--- src/tti_map.svh ---
`ifndef TTI_MAP_SVH
`define TTI_MAP_SVH

// instruction codes, ten bits each
`define TTI_OP_LOAD_T2_LOW 10'h231
`define TTI_OP_LOAD_HIGH 10'h294
`define TTI_OP_COPY_LOW_T2 10'h295
`define TTI_OP_READ_T1 10'h270
`define TTI_OP_READ_T2 10'h271

// nibble field positions inside an 8-bit timer word
`define TTI_HI_MSB 7
`define TTI_HI_LSB 4
`define TTI_LO_MSB 3
`define TTI_LO_LSB 0

// reset values
`define TTI_RELOAD_RST 8'h00
`define TTI_NIB_RST 4'h0

// every instruction of this group takes one cycle
`define TTI_EXEC_CYCLES 1

`endif

--- src/tti_pkg.sv ---
package tti_pkg;

  // which member of the group is executing
  typedef enum logic [2:0] {
    TTI_OP_NONE,
    TTI_OP_LOAD_T2_LOW,
    TTI_OP_LOAD_HIGH,
    TTI_OP_COPY_LOW_T2,
    TTI_OP_READ_T1,
    TTI_OP_READ_T2
  } tti_op_e;

  // upper and lower nibble travelling together
  typedef struct packed {
    logic [3:0] hi;
    logic [3:0] lo;
  } tti_pair_s;

endpackage : tti_pkg

--- src/tti_reload_store.sv ---
`timescale 1ns/1ps
`include "tti_map.svh"

// low and high reload words of timer 2, read data straight from flops
module tti_reload_store
  import tti_pkg::*;
#(
  parameter int WIDTH = 8
) (
  input wire logic clk_i,
  input wire logic rst_n_i,
  input wire logic low_we_i,
  input wire logic high_we_i,
  input wire logic [WIDTH-1:0] wdata_i,
  output logic [WIDTH-1:0] low_q_o,
  output logic [WIDTH-1:0] high_q_o
);

  // low reload word
  always_ff @(posedge clk_i) begin
    if (!rst_n_i) begin
      low_q_o <= WIDTH'(`TTI_RELOAD_RST);
    end else if (low_we_i) begin
      low_q_o <= wdata_i;
    end
  end

  // high reload word
  always_ff @(posedge clk_i) begin
    if (!rst_n_i) begin
      high_q_o <= WIDTH'(`TTI_RELOAD_RST);
    end else if (high_we_i) begin
      high_q_o <= wdata_i;
    end
  end

endmodule : tti_reload_store

--- src/tti_top.sv ---
`timescale 1ns/1ps
`include "tti_map.svh"

module tti_top
  import tti_pkg::*;
#(
  parameter int TW = 8
) (
  input wire logic CLK_I,
  input wire logic RST_N_I,
  input wire logic INSTR_VALID_I,
  input wire logic [9:0] INSTR_CODE_I,
  input wire logic [3:0] ACC_I,
  input wire logic [3:0] B_I,
  input wire logic [TW-1:0] T1_COUNT_I,
  input wire logic [TW-1:0] T2_COUNT_I,
  output logic AB_WE_O,
  output logic [3:0] ACC_O,
  output logic [3:0] B_O,
  output logic T2_LOAD_O,
  output logic [TW-1:0] T2_DATA_O,
  output logic [TW-1:0] T2_LOW_RELOAD_O,
  output logic [TW-1:0] T2_HIGH_RELOAD_O
);

  // shared decode; the cpu owns all other codes so anything else is no-op
  function automatic tti_op_e decode_op(input logic valid, input logic [9:0] code);
    tti_op_e op;
    op = TTI_OP_NONE;
    if (valid) begin
      case (code)
        `TTI_OP_LOAD_T2_LOW: op = TTI_OP_LOAD_T2_LOW;
        `TTI_OP_LOAD_HIGH: op = TTI_OP_LOAD_HIGH;
        `TTI_OP_COPY_LOW_T2: op = TTI_OP_COPY_LOW_T2;
        `TTI_OP_READ_T1: op = TTI_OP_READ_T1;
        `TTI_OP_READ_T2: op = TTI_OP_READ_T2;
        default: op = TTI_OP_NONE;
      endcase
    end
    return op;
  endfunction : decode_op

  tti_op_e op;
  tti_pair_s ab_pair;
  tti_pair_s t1_pair;
  tti_pair_s t2_pair;
  logic [TW-1:0] low_q;
  logic [TW-1:0] high_q;
  logic low_we;
  logic high_we;

  // one sample of each counter per cycle, so both nibbles share it
  assign op = decode_op(INSTR_VALID_I, INSTR_CODE_I);
  assign ab_pair = '{hi: B_I, lo: ACC_I};
  assign t1_pair = T1_COUNT_I[`TTI_HI_MSB:`TTI_LO_LSB];
  assign t2_pair = T2_COUNT_I[`TTI_HI_MSB:`TTI_LO_LSB];
  assign low_we = (op == TTI_OP_LOAD_T2_LOW);
  assign high_we = (op == TTI_OP_LOAD_HIGH);

  // reload words; both take B as upper nibble and A as lower
  tti_reload_store #(
    .WIDTH(TW)
  ) u_store (
    .clk_i(CLK_I),
    .rst_n_i(RST_N_I),
    .low_we_i(low_we),
    .high_we_i(high_we),
    .wdata_i(TW'(ab_pair)),
    .low_q_o(low_q),
    .high_q_o(high_q)
  );

  assign T2_LOW_RELOAD_O = low_q;
  assign T2_HIGH_RELOAD_O = high_q;

  // accumulator pair write-back from the timer reads
  always_ff @(posedge CLK_I) begin
    if (!RST_N_I) begin
      AB_WE_O <= 1'b0;
      ACC_O <= `TTI_NIB_RST;
      B_O <= `TTI_NIB_RST;
    end else begin
      AB_WE_O <= 1'b0;
      case (op)
        TTI_OP_READ_T1: begin
          AB_WE_O <= 1'b1;
          B_O <= t1_pair.hi;
          ACC_O <= t1_pair.lo;
        end
        TTI_OP_READ_T2: begin
          AB_WE_O <= 1'b1;
          B_O <= t2_pair.hi;
          ACC_O <= t2_pair.lo;
        end
        default: begin
          AB_WE_O <= 1'b0;
        end
      endcase
    end
  end

  // timer 2 counter load; the copy reads the stored low word, which
  // already holds a load from the previous cycle
  always_ff @(posedge CLK_I) begin
    if (!RST_N_I) begin
      T2_LOAD_O <= 1'b0;
      T2_DATA_O <= TW'(`TTI_RELOAD_RST);
    end else begin
      T2_LOAD_O <= 1'b0;
      case (op)
        TTI_OP_LOAD_T2_LOW: begin
          T2_LOAD_O <= 1'b1;
          T2_DATA_O <= TW'(ab_pair);
        end
        TTI_OP_COPY_LOW_T2: begin
          T2_LOAD_O <= 1'b1;
          T2_DATA_O <= low_q;
        end
        default: begin
          T2_LOAD_O <= 1'b0;
        end
      endcase
    end
  end
endmodule : tti_top

--- config.mk ---
export PLATFORM = sky130hd
export DESIGN_NAME = tti_top
export DESIGN_NICKNAME = d
export VERILOG_FILES = /design/src/tti_pkg.sv /design/src/tti_reload_store.sv /design/src/tti_top.sv
export VERILOG_INCLUDE_DIRS = /design/src /design/src/src
export SDC_FILE = /design/constraint.sdc
export NUM_CORES = 1
export LEC_CHECK = 0
export ABC_AREA = 1
export BUFFER_PORTS_ARGS = -buffer_cell sky130_fd_sc_hd__buf_2
export CAP_MARGIN = 20
export CORE_MARGIN = 5
export CORE_UTILIZATION = 50
export CTS_CLUSTER_SIZE = 10
export DETAILED_ROUTE_END_ITERATION = 12
export GPL_TIMING_DRIVEN = 0
export PLACE_DENSITY = 0.95
export SLEW_MARGIN = 10
export SYNTH_ARGS = -nofsm -noshare
export SYNTH_HDL_FRONTEND = slang
export SYNTH_SLANG_ARGS = --single-unit
--- constraint.sdc ---
create_clock -name CLK_I -period 2.6 [get_ports CLK_I]
set_input_delay 0.13 -clock CLK_I [delete_from_list [all_inputs] [get_ports CLK_I]]
set_output_delay 0.13 -clock CLK_I [all_outputs]
set_load 0.1 [all_outputs]
After elaboration in Yosys (flattened, before gate mapping):

Cells that the tools add are included.

* input bits: 37
* flip-flop bits (word level): 34

* equality and inequality tests: 10
* multiplexer cells: 7
* reduce and logical (&&, ||, !) cells: 4

Operators by type and width (count)
* $eq 10x10->1 const B: 5
* $pmux 4 s2: 2
* $pmux 8 s2: 1
* $pmux 3 s5: 1
* $eq 3x2->1 const B: 2
* $eq 3x3->1 const B: 2
* $reduce_bool 2->1: 2
* $reduce_or 2->1: 2
* $eq 3x1->1 const B: 1
* $mux 3: 1
* $mux 1: 2

Longest topological paths before layout:

Gate-level depths: netlist of the first run.

* depth after elaboration: 6
* gate-level depth with buffers: 11
* depth with buffers taken out: 10

Cells and area by module:

A second synthesis of the first run with hierarchy kept.

* cells, all modules: 284
* area, all modules: 1928.1 um^2

By module, submodules not included
* tti_top: sequential area each 360.3 um^2, area an instance 1252.5 um^2, instances 1, cells an instance 190
* tti_reload_store: sequential area each 320.3 um^2, area an instance 675.6 um^2, instances 1, cells an instance 94

Worst setup path after synthesis of the first run:

Ideal clock, no wire load.

* path type: reg2reg
* start point: register u_store.low_q_o[7]
* end point: register T2_DATA_O[7]
* cell stages (with the launch flop): 5
* buffers on the path: 0
* arrival: 1.310 ns
* slack: 1.223 ns
* period minus slack after synthesis: 1.377 ns
* path through: dfxtp_1 > nand3_1 > nand2_1 > inv_1 > a21oi_2

* cells in the longest elaborated chain, start to end: 1

Ends and longest elaborated chain
* start, declared: RTL line tti_reload_store.sv:15 `output logic [WIDTH-1:0] low_q_o,`
* start signal, assigned: RTL line tti_reload_store.sv:22 `` low_q_o <= WIDTH'(`TTI_RELOAD_RST); ``
* start signal, assigned: RTL line tti_reload_store.sv:24 `low_q_o <= wdata_i;`
* $pmux 8 s2: RTL line tti_top.sv:110 `case (op)`
* end signal, assigned: RTL line tti_top.sv:107 `` T2_DATA_O <= TW'(`TTI_RELOAD_RST); ``
* end signal, assigned: RTL line tti_top.sv:113 `T2_DATA_O <= TW'(ab_pair);`
* end signal, assigned: RTL line tti_top.sv:117 `T2_DATA_O <= low_q;`
* end, declared: RTL line tti_top.sv:21 `output logic [TW-1:0] T2_DATA_O,`

Every way passes these cells.
A chain may end at the register's enable or synchronous reset.

Worst setup path in the final report of the first run:

* start point: register u_store.low_q_o[1]
* end point: output port T2_LOW_RELOAD_O[1]

RTL lines
* end, declared: RTL line tti_top.sv:22 `output logic [TW-1:0] T2_LOW_RELOAD_O,`

No word-level cell between the ends.

==> run_results.csv, run 1 <==
group,metric,value,unit
drt,wl,4.04,mm
worst_setup_path,r2r-start,"u_store.low_q_o[6]",
cells_and_area,fin_area,0.00208,sq mm
clock_network,cts_resized,0,
drt,wl_met2,1.98,mm
worst_setup_path,path_buf_inv,1,
drt,drcViolationCount,0,
power,p_int,0.682,mW
cells_and_area,layout.cells.non_filler,343,
clock_network,cts_made_buffers,5,
clock_network,root_buffer,"clkbuf_4",
synth,synth_top_area_share,42.2,%
clock_network,clock_path_buffers,2,
worst_setup_path,worst_ep_arrival_time,1.17,ns
clock_network,clk_latency,0.34,ns
synth,synth_top_area_cell,"dfxtp_1",
drt,wl_met3,351,microns
worst_setup_path,crit_slowest_cell,"buf_2",
worst_setup_path,critPathKind,"reg2out",
drt,vias,1664,
sta,fmax,0.771,GHz
sta,hold_viol,0,
placement,io_buffers,70,
drt,highest_layer,"met4",
sta,max_slew_margin,65.7,%
synth,synth-edff-count,0,
synth,yosys_register_bits,34,
sta,maxSlewViolCount,0,
power,power_density,437,mW/mm^2
worst_hold_path,hp-start,"ACC_I[2]",
die,num_rows,20,
drt,ant_nets,0,
worst_setup_path,regToRegSetupSlack,1.86,ns
global_routing,grt_max_degree,12,
synth,async_reset_ff_share,0,%
die,die_y,66.8,microns
synth,ys_seq_area_share,42.2,%
placement,placed_cell_area,0.00202,sq mm
cells_and_area,layout-drive-gt1-share,34.4,%
power,p_leak,1.05,nW
sta,layout_worst_path_cycle_share,49.9,%
power,p_clk_share,34.4,%
placement,place.gp.congestion,0.803,
synth,syn_area_per_cell,7.30,sq um
worst_setup_path,worstPathMaxFanout,3,
drt,detail_route.iter0.violations,84,
global_routing,antenna_found_initial,0,
worst_setup_path,max_stage_delay,0.44,ns
sta,finalSetupViolations,0,
clock_network,hold_buffers,0,
sta,rsz0062_at_grt,"no",
synth,yosys-top-cells-count,"41 x nand2_1, 34 x dfxtp_1, 31 x nand3_1",
synth,synth_ff_type,"dfxtp_1",
drt,avgViaCountPerCell,4.85,
sta,tightest_slew,0.514,ns
clock_network,clock_sinks,34,
worst_setup_path,required,2.47,ns
cells_and_area,nets,335,
synth,ys_warn_count,0,
global_routing,track_usage,19.9,%
run_status,outcome,"finished, final reports clean",
worst_setup_path,critical_path.startpoint,"u_store.low_q_o[1]",
synth,yosys-top-cells-area,"dfxtp_1 42%, nand3_1 9.6%, nand2_1 9.5%, nor2_1 6.1%, a21oi_1 5.9%",
die,die_w,66.8,microns
die,die_area,0.00446,sq mm
power,p_sw,0.227,mW
power,combPwrFrac,8.3,%
worst_setup_path,critPathLaunchType,"flip-flop",
worst_hold_path,hp-class,"in2reg",
clock_network,post_cts_buffers,0,
synth,syn_inst,221,
power,peakVddDrop,222,uV
die,initial_core_util,52.4,%
synth,yosysMostFrequentCell,"nand2_1",
power,seqPwrFrac,57.3,%
placement,placed_cells,335,
global_routing,grt_pass1_vias,1573,
job,maxCapViolCount,0,
drt,wl_met1,1.64,mm
global_routing,gr-total-overflow,0,
cells_and_area,antenna_cells,0,
cells_and_area,syn2layout_area_growth,29.1,%
worst_setup_path,critPathTopFamily,"buffers and inverters",
synth,ys_types,23,
cells_and_area,nFillCells,283,
drt,first_pass_iters,4,
clock_network,cts.clk_slew.worst_paths,0.11,ns
global_routing,grt_pass1_wl,6.73,mm
power,power_switching_share,25.0,%
die,num_io_pins,71,
placement,hpwl,3.18,mm
sta,final.setup_skew,0.00146,ns
worst_setup_path,path_cells,"buf_2",
synth,netlist_area,0.00161,sq mm
sta,tns,0,ns
sta,min_period,1.30,ns
drt,wl_per_cell,11.8,microns
clock_network,cts_max_level,2,
worst_setup_path,worstSetupEndpointType,"output pin",
clock_network,cts_tree,"yes",
synth,synth_nets,258,
die,coreArea,0.00308,sq mm
[worst min-delay path, cell delays in order]
cell,delay [ns]
buf_2,0.09
o21ai_1,0.06
nor2_1,0.08
[power by group through the flow]
stage,logic [mW],registers (mW),clock network [mW]
2_1_floorplan,0.0336,0.537,0
3_3_place_gp,0.0734,0.533,0
3_5_place_dp,0.0751,0.533,0
4_1_cts,0.0756,0.521,0.314
5_1_grt,0.0843,0.522,0.341
6_report,0.0754,0.521,0.312
[cells by family after synthesis]
group                  synth area share [%]
buffers and inverters                  10.1
AOI/OAI and AO/OA                      11.2
DFF                                    42.2
and+or+nand+nor                        36.5
[cell type report]
type | count | area [sq um] | share of cell area (%)
Buffer | 7 | 46.3 | 2.22
Tap cell | 44 | 55.1 | 2.64
Timing Repair Buffer | 70 | 350 | 16.8
Clock inverter | 2 | 12.5 | 0.601
Inverter | 31 | 116 | 5.59
Sequential cell | 34 | 681 | 32.7
Clock buffer | 6 | 51.3 | 2.46
Multi-Input combinational cell | 149 | 769 | 37.0
[flip-flops by register name, indices dropped and copies added, names as in the netlist]
signal            count
B_O                   4
u_store.high_q_o      8
u_store.low_q_o       8
T2_LOAD_O             1
T2_DATA_O             8
AB_WE_O               1
ACC_O                 4
[worst paths after layout]
kind                            depth (start not counted)             endpoint
worst max-delay path                                    1   T2_LOW_RELOAD_O[1]
worst max register to register                          4         T2_DATA_O[6]
worst min-delay path                                    3  u_store.high_q_o[2]
worst min register to register                          2               B_O[1]
[layout by cell type (no fill, tap or decap), drive strengths merged]
master	instances
nor2	31
buf	74
clkbuf	9
inv	30
clkinv	2
nand4	6
nand3	36
a21oi	20
o211ai	5
clkinvlp	1
o21ai	8
nand2	43
dfxtp	34
[metal layers]
metal  vias to the layer above  global-route usage (%)
met5                         -                       0
met4                         0                    6.85
met3                         6                    5.40
met2                        60                    34.9
met1                       724                    23.0
li1                        874                       -
[per-stage QoR]
stage	total power, mW	hold WS (ns)	util (%)	setup WS (ns)
after global routing	0.947	0.0530	67.6	1.24
after floorplan	0.571	0.269	-	1.22
after global placement	0.607	0.387	65.6	1.05
after CTS	0.911	0.0430	67.6	1.30
after detailed placement	0.608	0.399	65.6	1.05
final	0.909	0.0506	67.6	1.30
Power figures use the tool's default switching activity.
==> run 2, diff against run 1 <==
--- a/config.mk
+++ b/config.mk
@@ -10,11 +10,11 @@
 export BUFFER_PORTS_ARGS = -buffer_cell sky130_fd_sc_hd__buf_2
 export CAP_MARGIN = 20
 export CORE_MARGIN = 5
-export CORE_UTILIZATION = 50
+export CORE_UTILIZATION = 47
 export CTS_CLUSTER_SIZE = 10
 export DETAILED_ROUTE_END_ITERATION = 12
 export GPL_TIMING_DRIVEN = 0
-export PLACE_DENSITY = 0.95
+export PLACE_DENSITY = 0.92
 export SLEW_MARGIN = 10
 export SYNTH_ARGS = -nofsm -noshare
 export SYNTH_HDL_FRONTEND = slang
==> constraint.sdc (replaced) <==
create_clock -name CLK_I -period 1.35 [get_ports CLK_I]
set_input_delay 0.0675 -clock CLK_I [delete_from_list [all_inputs] [get_ports CLK_I]]
set_output_delay 0.0675 -clock CLK_I [all_outputs]
set_load 0.1 [all_outputs]
==> run 2 against run 1 <==
- clock power increased by 87%
- clock-buffer cell count increased by 1
- register-to-register slack got worse by 1.3 ns
- clock skew increased by 0.014 ns
- via count grew 4.7%
- critical endpoint is now ACC_O[2]
- largest cell class unchanged
- largest power group unchanged
==> run_results.csv, run 2 (synthesis results as in run 1) <==
group,metric,value,unit
run_status,outcome,"finished, final reports clean",
global_routing,gr-total-overflow,0,
clock_network,cts_tree,"yes",
worst_setup_path,worst_ep_arrival_time,1.14,ns
sta,maxSlewViolCount,0,
global_routing,grt_pass1_vias,1660,
drt,highest_layer,"met4",
sta,min_period,1.20,ns
sta,fmax,0.831,GHz
placement,hpwl,3.23,mm
sta,rsz0062_at_grt,"no",
drt,avgViaCountPerCell,4.95,
worst_setup_path,worstSetupEndpointType,"output pin",
sta,final.setup_skew,0.0153,ns
die,coreArea,0.00334,sq mm
clock_network,cts_max_level,2,
worst_setup_path,worstPathMaxFanout,2,
clock_network,clk_latency,0.33,ns
power,peakVddDrop,352,uV
cells_and_area,antenna_cells,0,
drt,vias,1742,
clock_network,cts_resized,0,
cells_and_area,layout_commonest_cell,"buf_2",
die,num_io_pins,71,
placement,placed_cell_area,0.00203,sq mm
worst_setup_path,path_buf_inv,1,
global_routing,grt_pass1_wl,6.89,mm
sta,tightest_slew,0.494,ns
clock_network,cts_made_buffers,5,
cells_and_area,final_cell_mix,"71 x buf_2, 41 x nand2_1, 31 x nand3_1, 26 x dfxtp_1, 26 x nor2_1",
worst_setup_path,max_stage_delay,0.44,ns
global_routing,track_usage,19.4,%
clock_network,post_cts_buffers,0,
clock_network,clock_path_buffers,2,
placement,io_buffers,70,
worst_setup_path,critPathLaunchType,"flip-flop",
cells_and_area,nets,342,
cells_and_area,regArea,691,sq um
die,die_w,68.6,microns
cells_and_area,layout-drive-gt1-share,35.9,%
cells_and_area,multiInputGateArea,769,sq um
sta,layout_worst_path_cycle_share,89.1,%
sta,hold_viol,0,
drt,wl_met3,431,microns
worst_setup_path,crit_slowest_cell,"buf_2",
drt,wl_met2,2.12,mm
drt,detail_route.iter0.violations,117,
clock_network,hold_buffers,7,
clock_network,root_buffer,"clkbuf_4",
drt,first_pass_iters,4,
drt,wl_per_cell,12.0,microns
global_routing,grt_max_degree,11,
sta,tns,0,ns
sta,max_slew_margin,67.3,%
drt,ant_nets,0,
sta,finalSetupViolations,0,
drt,wl,4.22,mm
worst_hold_path,hp-class,"in2reg",
die,num_rows,21,
worst_setup_path,path_cells,"buf_2",
die,die_y,68.6,microns
power,p_leak,1.08,nW
global_routing,antenna_found_initial,0,
cells_and_area,largestRegisters,"T2_DATA_O (8), u_store.high_q_o (8), u_store.low_q_o (8)",
worst_setup_path,critPathTopFamily,"buffers and inverters",
power,power_density,810,mW/mm^2
drt,drcViolationCount,0,
job,maxCapViolCount,0,
sta,whs,0.00187,ns
cells_and_area,nFillCells,306,
die,die_area,0.00470,sq mm
cells_and_area,syn2layout_area_growth,34.0,%
die,initial_core_util,48.3,%
drt,wl_met1,1.62,mm
power,power,1.75,mW
worst_setup_path,critPathKind,"reg2out",
clock_network,clock_sinks,34,
worst_setup_path,required,1.28,ns
placement,place.gp.congestion,0.761,
clock_network,cts.clk_slew.worst_paths,0.10,ns
cells_and_area,fin_area,0.00216,sq mm
## run 2: cell count changes in the layout (fill, tap and decap cells not counted)
cell           previous run  this run
clkbuf_1                  3         4
dfxtp_1                  34        26
dfxtp_2                   0         8
dlygate4sd3_1             0         7
clkinvlp_4                1         0
## run 2: power breakdown
part           internal, mW  leakage (nW)  switching (mW)  total (mW)
registers              1.00         0.278        0.000583        1.00
logic                0.0734         0.769          0.0894       0.163
clock network         0.252        0.0353           0.331       0.583
## run 2: worst min-delay path, delay by kind of cell
family | cells | cell delay (ns)
buffers and inverters | 1 | 0.09
and+or+nand+nor | 1 | 0.08
AOI/OAI and AO/OA | 1 | 0.06
## run 2: area by class of cell
| cell class | count | area share, % |
|---|---|---|
| buffer | 7 | 2.14 |
| clock buffer | 7 | 2.55 |
| clock inverter | 1 | 0.232 |
| inverter | 31 | 5.39 |
| multi-input combinational | 149 | 35.6 |
| sequential | 34 | 32.0 |
| tap | 46 | 2.66 |
| timing repair buffer | 77 | 19.5 |
## run 2: stage by stage
stage / instances / setup slack (ns) / utilization, %
2_1_floorplan: 221 / 0.0116 / -
3_3_place_gp: 337 / -0.113 / 60.9
3_5_place_dp: 337 / -0.171 / 60.9
4_1_cts: 352 / 0.140 / 64.8
5_1_grt: 352 / 0.0223 / 64.8
6_report: 352 / 0.147 / 64.8
## run 2: routing by layer
metal  up-vias  GRT usage [%]
li1        884              -
met1       771           20.9
met2        80           35.2
met3         7           6.32
met4         0           6.45
met5         -              0
## run 2: path summary, 6_finish.rpt
| path | from | end | slack (ns) | depth (start not counted) |
|---|---|---|---|---|
| worst max register to register | u_store.low_q_o[5] | T2_DATA_O[5] | 0.61 | 4 |
| worst min register to register | B_O[1] | B_O[1] | 0.47 | 2 |
| worst min-delay path | ACC_I[3] | u_store.high_q_o[3] | 0.002 | 3 |
| worst max-delay path | ACC_O[2] | ACC_O[2] | 0.15 | 1 |
==> run 3, diff against run 2 <==
--- a/config.mk
+++ b/config.mk
@@ -10,12 +10,13 @@
 export BUFFER_PORTS_ARGS = -buffer_cell sky130_fd_sc_hd__buf_2
 export CAP_MARGIN = 20
 export CORE_MARGIN = 5
-export CORE_UTILIZATION = 47
+export CORE_UTILIZATION = 49
 export CTS_CLUSTER_SIZE = 10
 export DETAILED_ROUTE_END_ITERATION = 12
 export GPL_TIMING_DRIVEN = 0
-export PLACE_DENSITY = 0.92
+export PLACE_DENSITY = 0.91
 export SLEW_MARGIN = 10
 export SYNTH_ARGS = -nofsm -noshare
 export SYNTH_HDL_FRONTEND = slang
+export SYNTH_HIERARCHICAL = 1
 export SYNTH_SLANG_ARGS = --single-unit
==> run 3 against run 2 <==
- critical path type is now in2reg
- register-to-register slack lost 0.03 ns
- largest power group unchanged
- clock power grew 19%
- worst setup slack lost 0.065 ns
- wire length grew 15%
- clock-buffer cell count shrank 2
- synthesized cell count grew 29%
==> run_results.csv, run 3 <==
group,metric,value,unit
global_routing,gr-total-overflow,0,
die,num_io_pins,71,
worst_setup_path,critPathTopFamily,"simple AND/OR/NAND/NOR gates",
placement,placed_cells,402,
cells_and_area,layout_commonest_cell,"buf_2",
cells_and_area,postLayoutCoreUtil,66.5,%
sta,min_period,1.27,ns
synth,synth-edff-count,0,
sta,whs,0.0897,ns
synth,syn_area_per_cell,6.79,sq um
worst_setup_path,critPathLaunchType,"input port",
drt,wl,4.84,mm
sta,max_slew_margin,67.0,%
clock_network,clk_latency,0.28,ns
sta,finalSetupViolations,0,
die,die_w,72.7,microns
global_routing,grt_pass1_vias,1857,
synth,synth_top_area_cell,"dfxtp_1",
synth,synth-adder-area-share,0,%
placement,pre_cts_ws,-0.250,ns
clock_network,clock_sinks,34,
cells_and_area,fin_area,0.00249,sq mm
worst_setup_path,max_stage_delay,0.20,ns
clock_network,cts_tree,"yes",
clock_network,cts_made_buffers,5,
clock_network,cts_max_level,2,
placement,hpwl,3.69,mm
synth,ys_types,26,
drt,ant_nets,0,
synth,synthMuxAreaShare,0,%
sta,tightest_slew,0.498,ns
synth,yosys-top-cells-area,"dfxtp_1 35%, nand2_1 13%, nor2_1 11%, inv_1 10%, nand3_4 3.6%",
clock_network,hold_buffers,0,
drt,first_pass_iters,4,
global_routing,track_usage,18.4,%
global_routing,grt_pass1_wl,7.71,mm
power,power,1.90,mW
worst_setup_path,path_cells,"buf_2 -> nand2_1 -> inv_2 -> nand3_4 -> nand3_4 -> buf_6 -> nor3_1 -> buf_6 -> buf_8 -> nand2_2 -> nand2_1 -> nor2_1",
cells_and_area,layout-drive-gt1-share,33.9,%
sta,tns,0,ns
drt,vias,1939,
cells_and_area,layout.cells.non_filler,417,
power,power_density,762,mW/mm^2
synth,yosys-top-cells-count,"67 x nand2_1, 55 x nor2_1, 52 x inv_1",
synth,synth_simple_gate_area_share,41.3,%
cells_and_area,syn2layout_area_growth,29.2,%
worst_hold_path,hp-class,"in2reg",
worst_setup_path,required,1.53,ns
job,maxCapViolCount,0,
synth,netlist_area,0.00193,sq mm
cells_and_area,largestRegisters,"T2_DATA_O (8), u_store/high_q_o (8), u_store/low_q_o (8)",
clock_network,cts.clk_slew.worst_paths,0.07,ns
synth,yosys_register_bits,34,
sta,fmax,0.788,GHz
synth,async_reset_ff_share,0,%
drt,wl_per_cell,11.6,microns
worst_setup_path,worst_ep_arrival_time,1.45,ns
clock_network,clock_path_buffers,2,
clock_network,root_buffer,"clkbuf_8",
sta,maxSlewViolCount,0,
worst_setup_path,crit_slowest_cell,"nor3_1",
cells_and_area,nFillCells,333,
drt,detail_route.iter0.violations,143,
global_routing,grt_max_degree,11,
worst_setup_path,worstSetupEndpointType,"flip-flop",
drt,drcViolationCount,0,
sta,layout_setup_ws,0.0816,ns
synth,ys_warn_count,6,
cells_and_area,nets,406,
placement,io_buffers,70,
drt,avgViaCountPerCell,4.65,
placement,place.gp.congestion,0.834,
synth,synth_nets,321,
synth,synth_top_area_share,35.3,%
worst_setup_path,worstPathMaxFanout,10,
global_routing,antenna_found_initial,0,
worst_setup_path,critPathKind,"in2reg",
synth,synth-xor-area-share,0,%
run_status,outcome,"finished, final reports clean",
die,initial_core_util,51.5,%
sta,layout_worst_path_cycle_share,94.0,%
synth,yosysMostFrequentCell,"nand2_1",
cells_and_area,antenna_cells,0,
die,die_y,72.7,microns
power,p_leak,1.35,nW
die,coreArea,0.00374,sq mm
sta,final.setup_skew,0.00271,ns
synth,syn_inst,284,
synth,synth_compound_area_share,6.62,%
cells_and_area,final_cell_mix,"70 x buf_2, 67 x nand2_1, 55 x nor2_1, 52 x inv_1, 30 x dfxtp_1",
die,die_area,0.00529,sq mm
sta,hold_viol,0,
placement,placed_cell_area,0.00234,sq mm
die,num_rows,22,
worst_setup_path,path_buf_inv,5,
synth,synth_top_family_by_area,"simple AND/OR/NAND/NOR gates",
synth,synth_ff_type,"dfxtp_1",
power,peakVddDrop,477,uV
synth,ys_seq_area_share,35.3,%
run 3: path summary, 6_finish.rpt:
check / from / end / slack [ns] / depth (start not counted)
worst max-delay path: INSTR_CODE_I[9] / u_store/high_q_o[5] / 0.08 / 12
worst min-delay path: B_I[3] / T2_DATA_O[7] / 0.09 / 3
worst max register to register: u_store/low_q_o[0] / T2_DATA_O[0] / 0.58 / 4
worst min register to register: B_O[3] / B_O[3] / 0.46 / 2
run 3: timing repair:
item                       in CTS  in global routing
buffers inserted                0                  8
resized for setup               0                  2
hold endpoints to repair        0                  0
setup endpoints to repair       0                 16
run 3: worst register-to-register path: cells and delay by family, from the launching register on:
family / cells / cell delay (ns)
flip-flops: 1 / 0.34
AO/OA/AOI/OAI: 1 / 0.17
AND/OR/NAND/NOR: 2 / 0.16
buffers and inverters: 1 / 0.04
run 3: layer usage:
layer | track usage (%) | share of wire [%] | vias to the layer above
met2 | 32.9 | 51 | 58
met3 | 5.65 | 6.1 | 4
met4 | 6.97 | 0.85 | 0
met5 | 0 | 0 | -
met1 | 20.4 | 42 | 855
li1 | - | - | 1022
run 3: cell families (layout without fill, tap and decap cells):
logic type	Yosys count	after routing
simple gates	164	164
compound gates	19	19
buf+inv	67	152
flops	34	34
run 3: area by class of cell:
cell class / count / area, sq um / area share (%)
Clock buffer: 5 / 68.8 / 2.76
Multi-Input combinational cell: 183 / 930 / 37.3
Tap cell: 48 / 60.1 / 2.41
Clock inverter: 2 / 10.0 / 0.402
Timing Repair Buffer: 78 / 410 / 16.5
Buffer: 10 / 113 / 4.52
Inverter: 57 / 214 / 8.59
Sequential cell: 34 / 686 / 27.5
run 3: power by group:
| part | switching [mW] | internal (mW) | total (mW) |
|---|---|---|---|
| Sequential | 0.000805 | 1.00 | 1.01 |
| Clock | 0.346 | 0.345 | 0.691 |
| Combinational | 0.121 | 0.0803 | 0.201 |
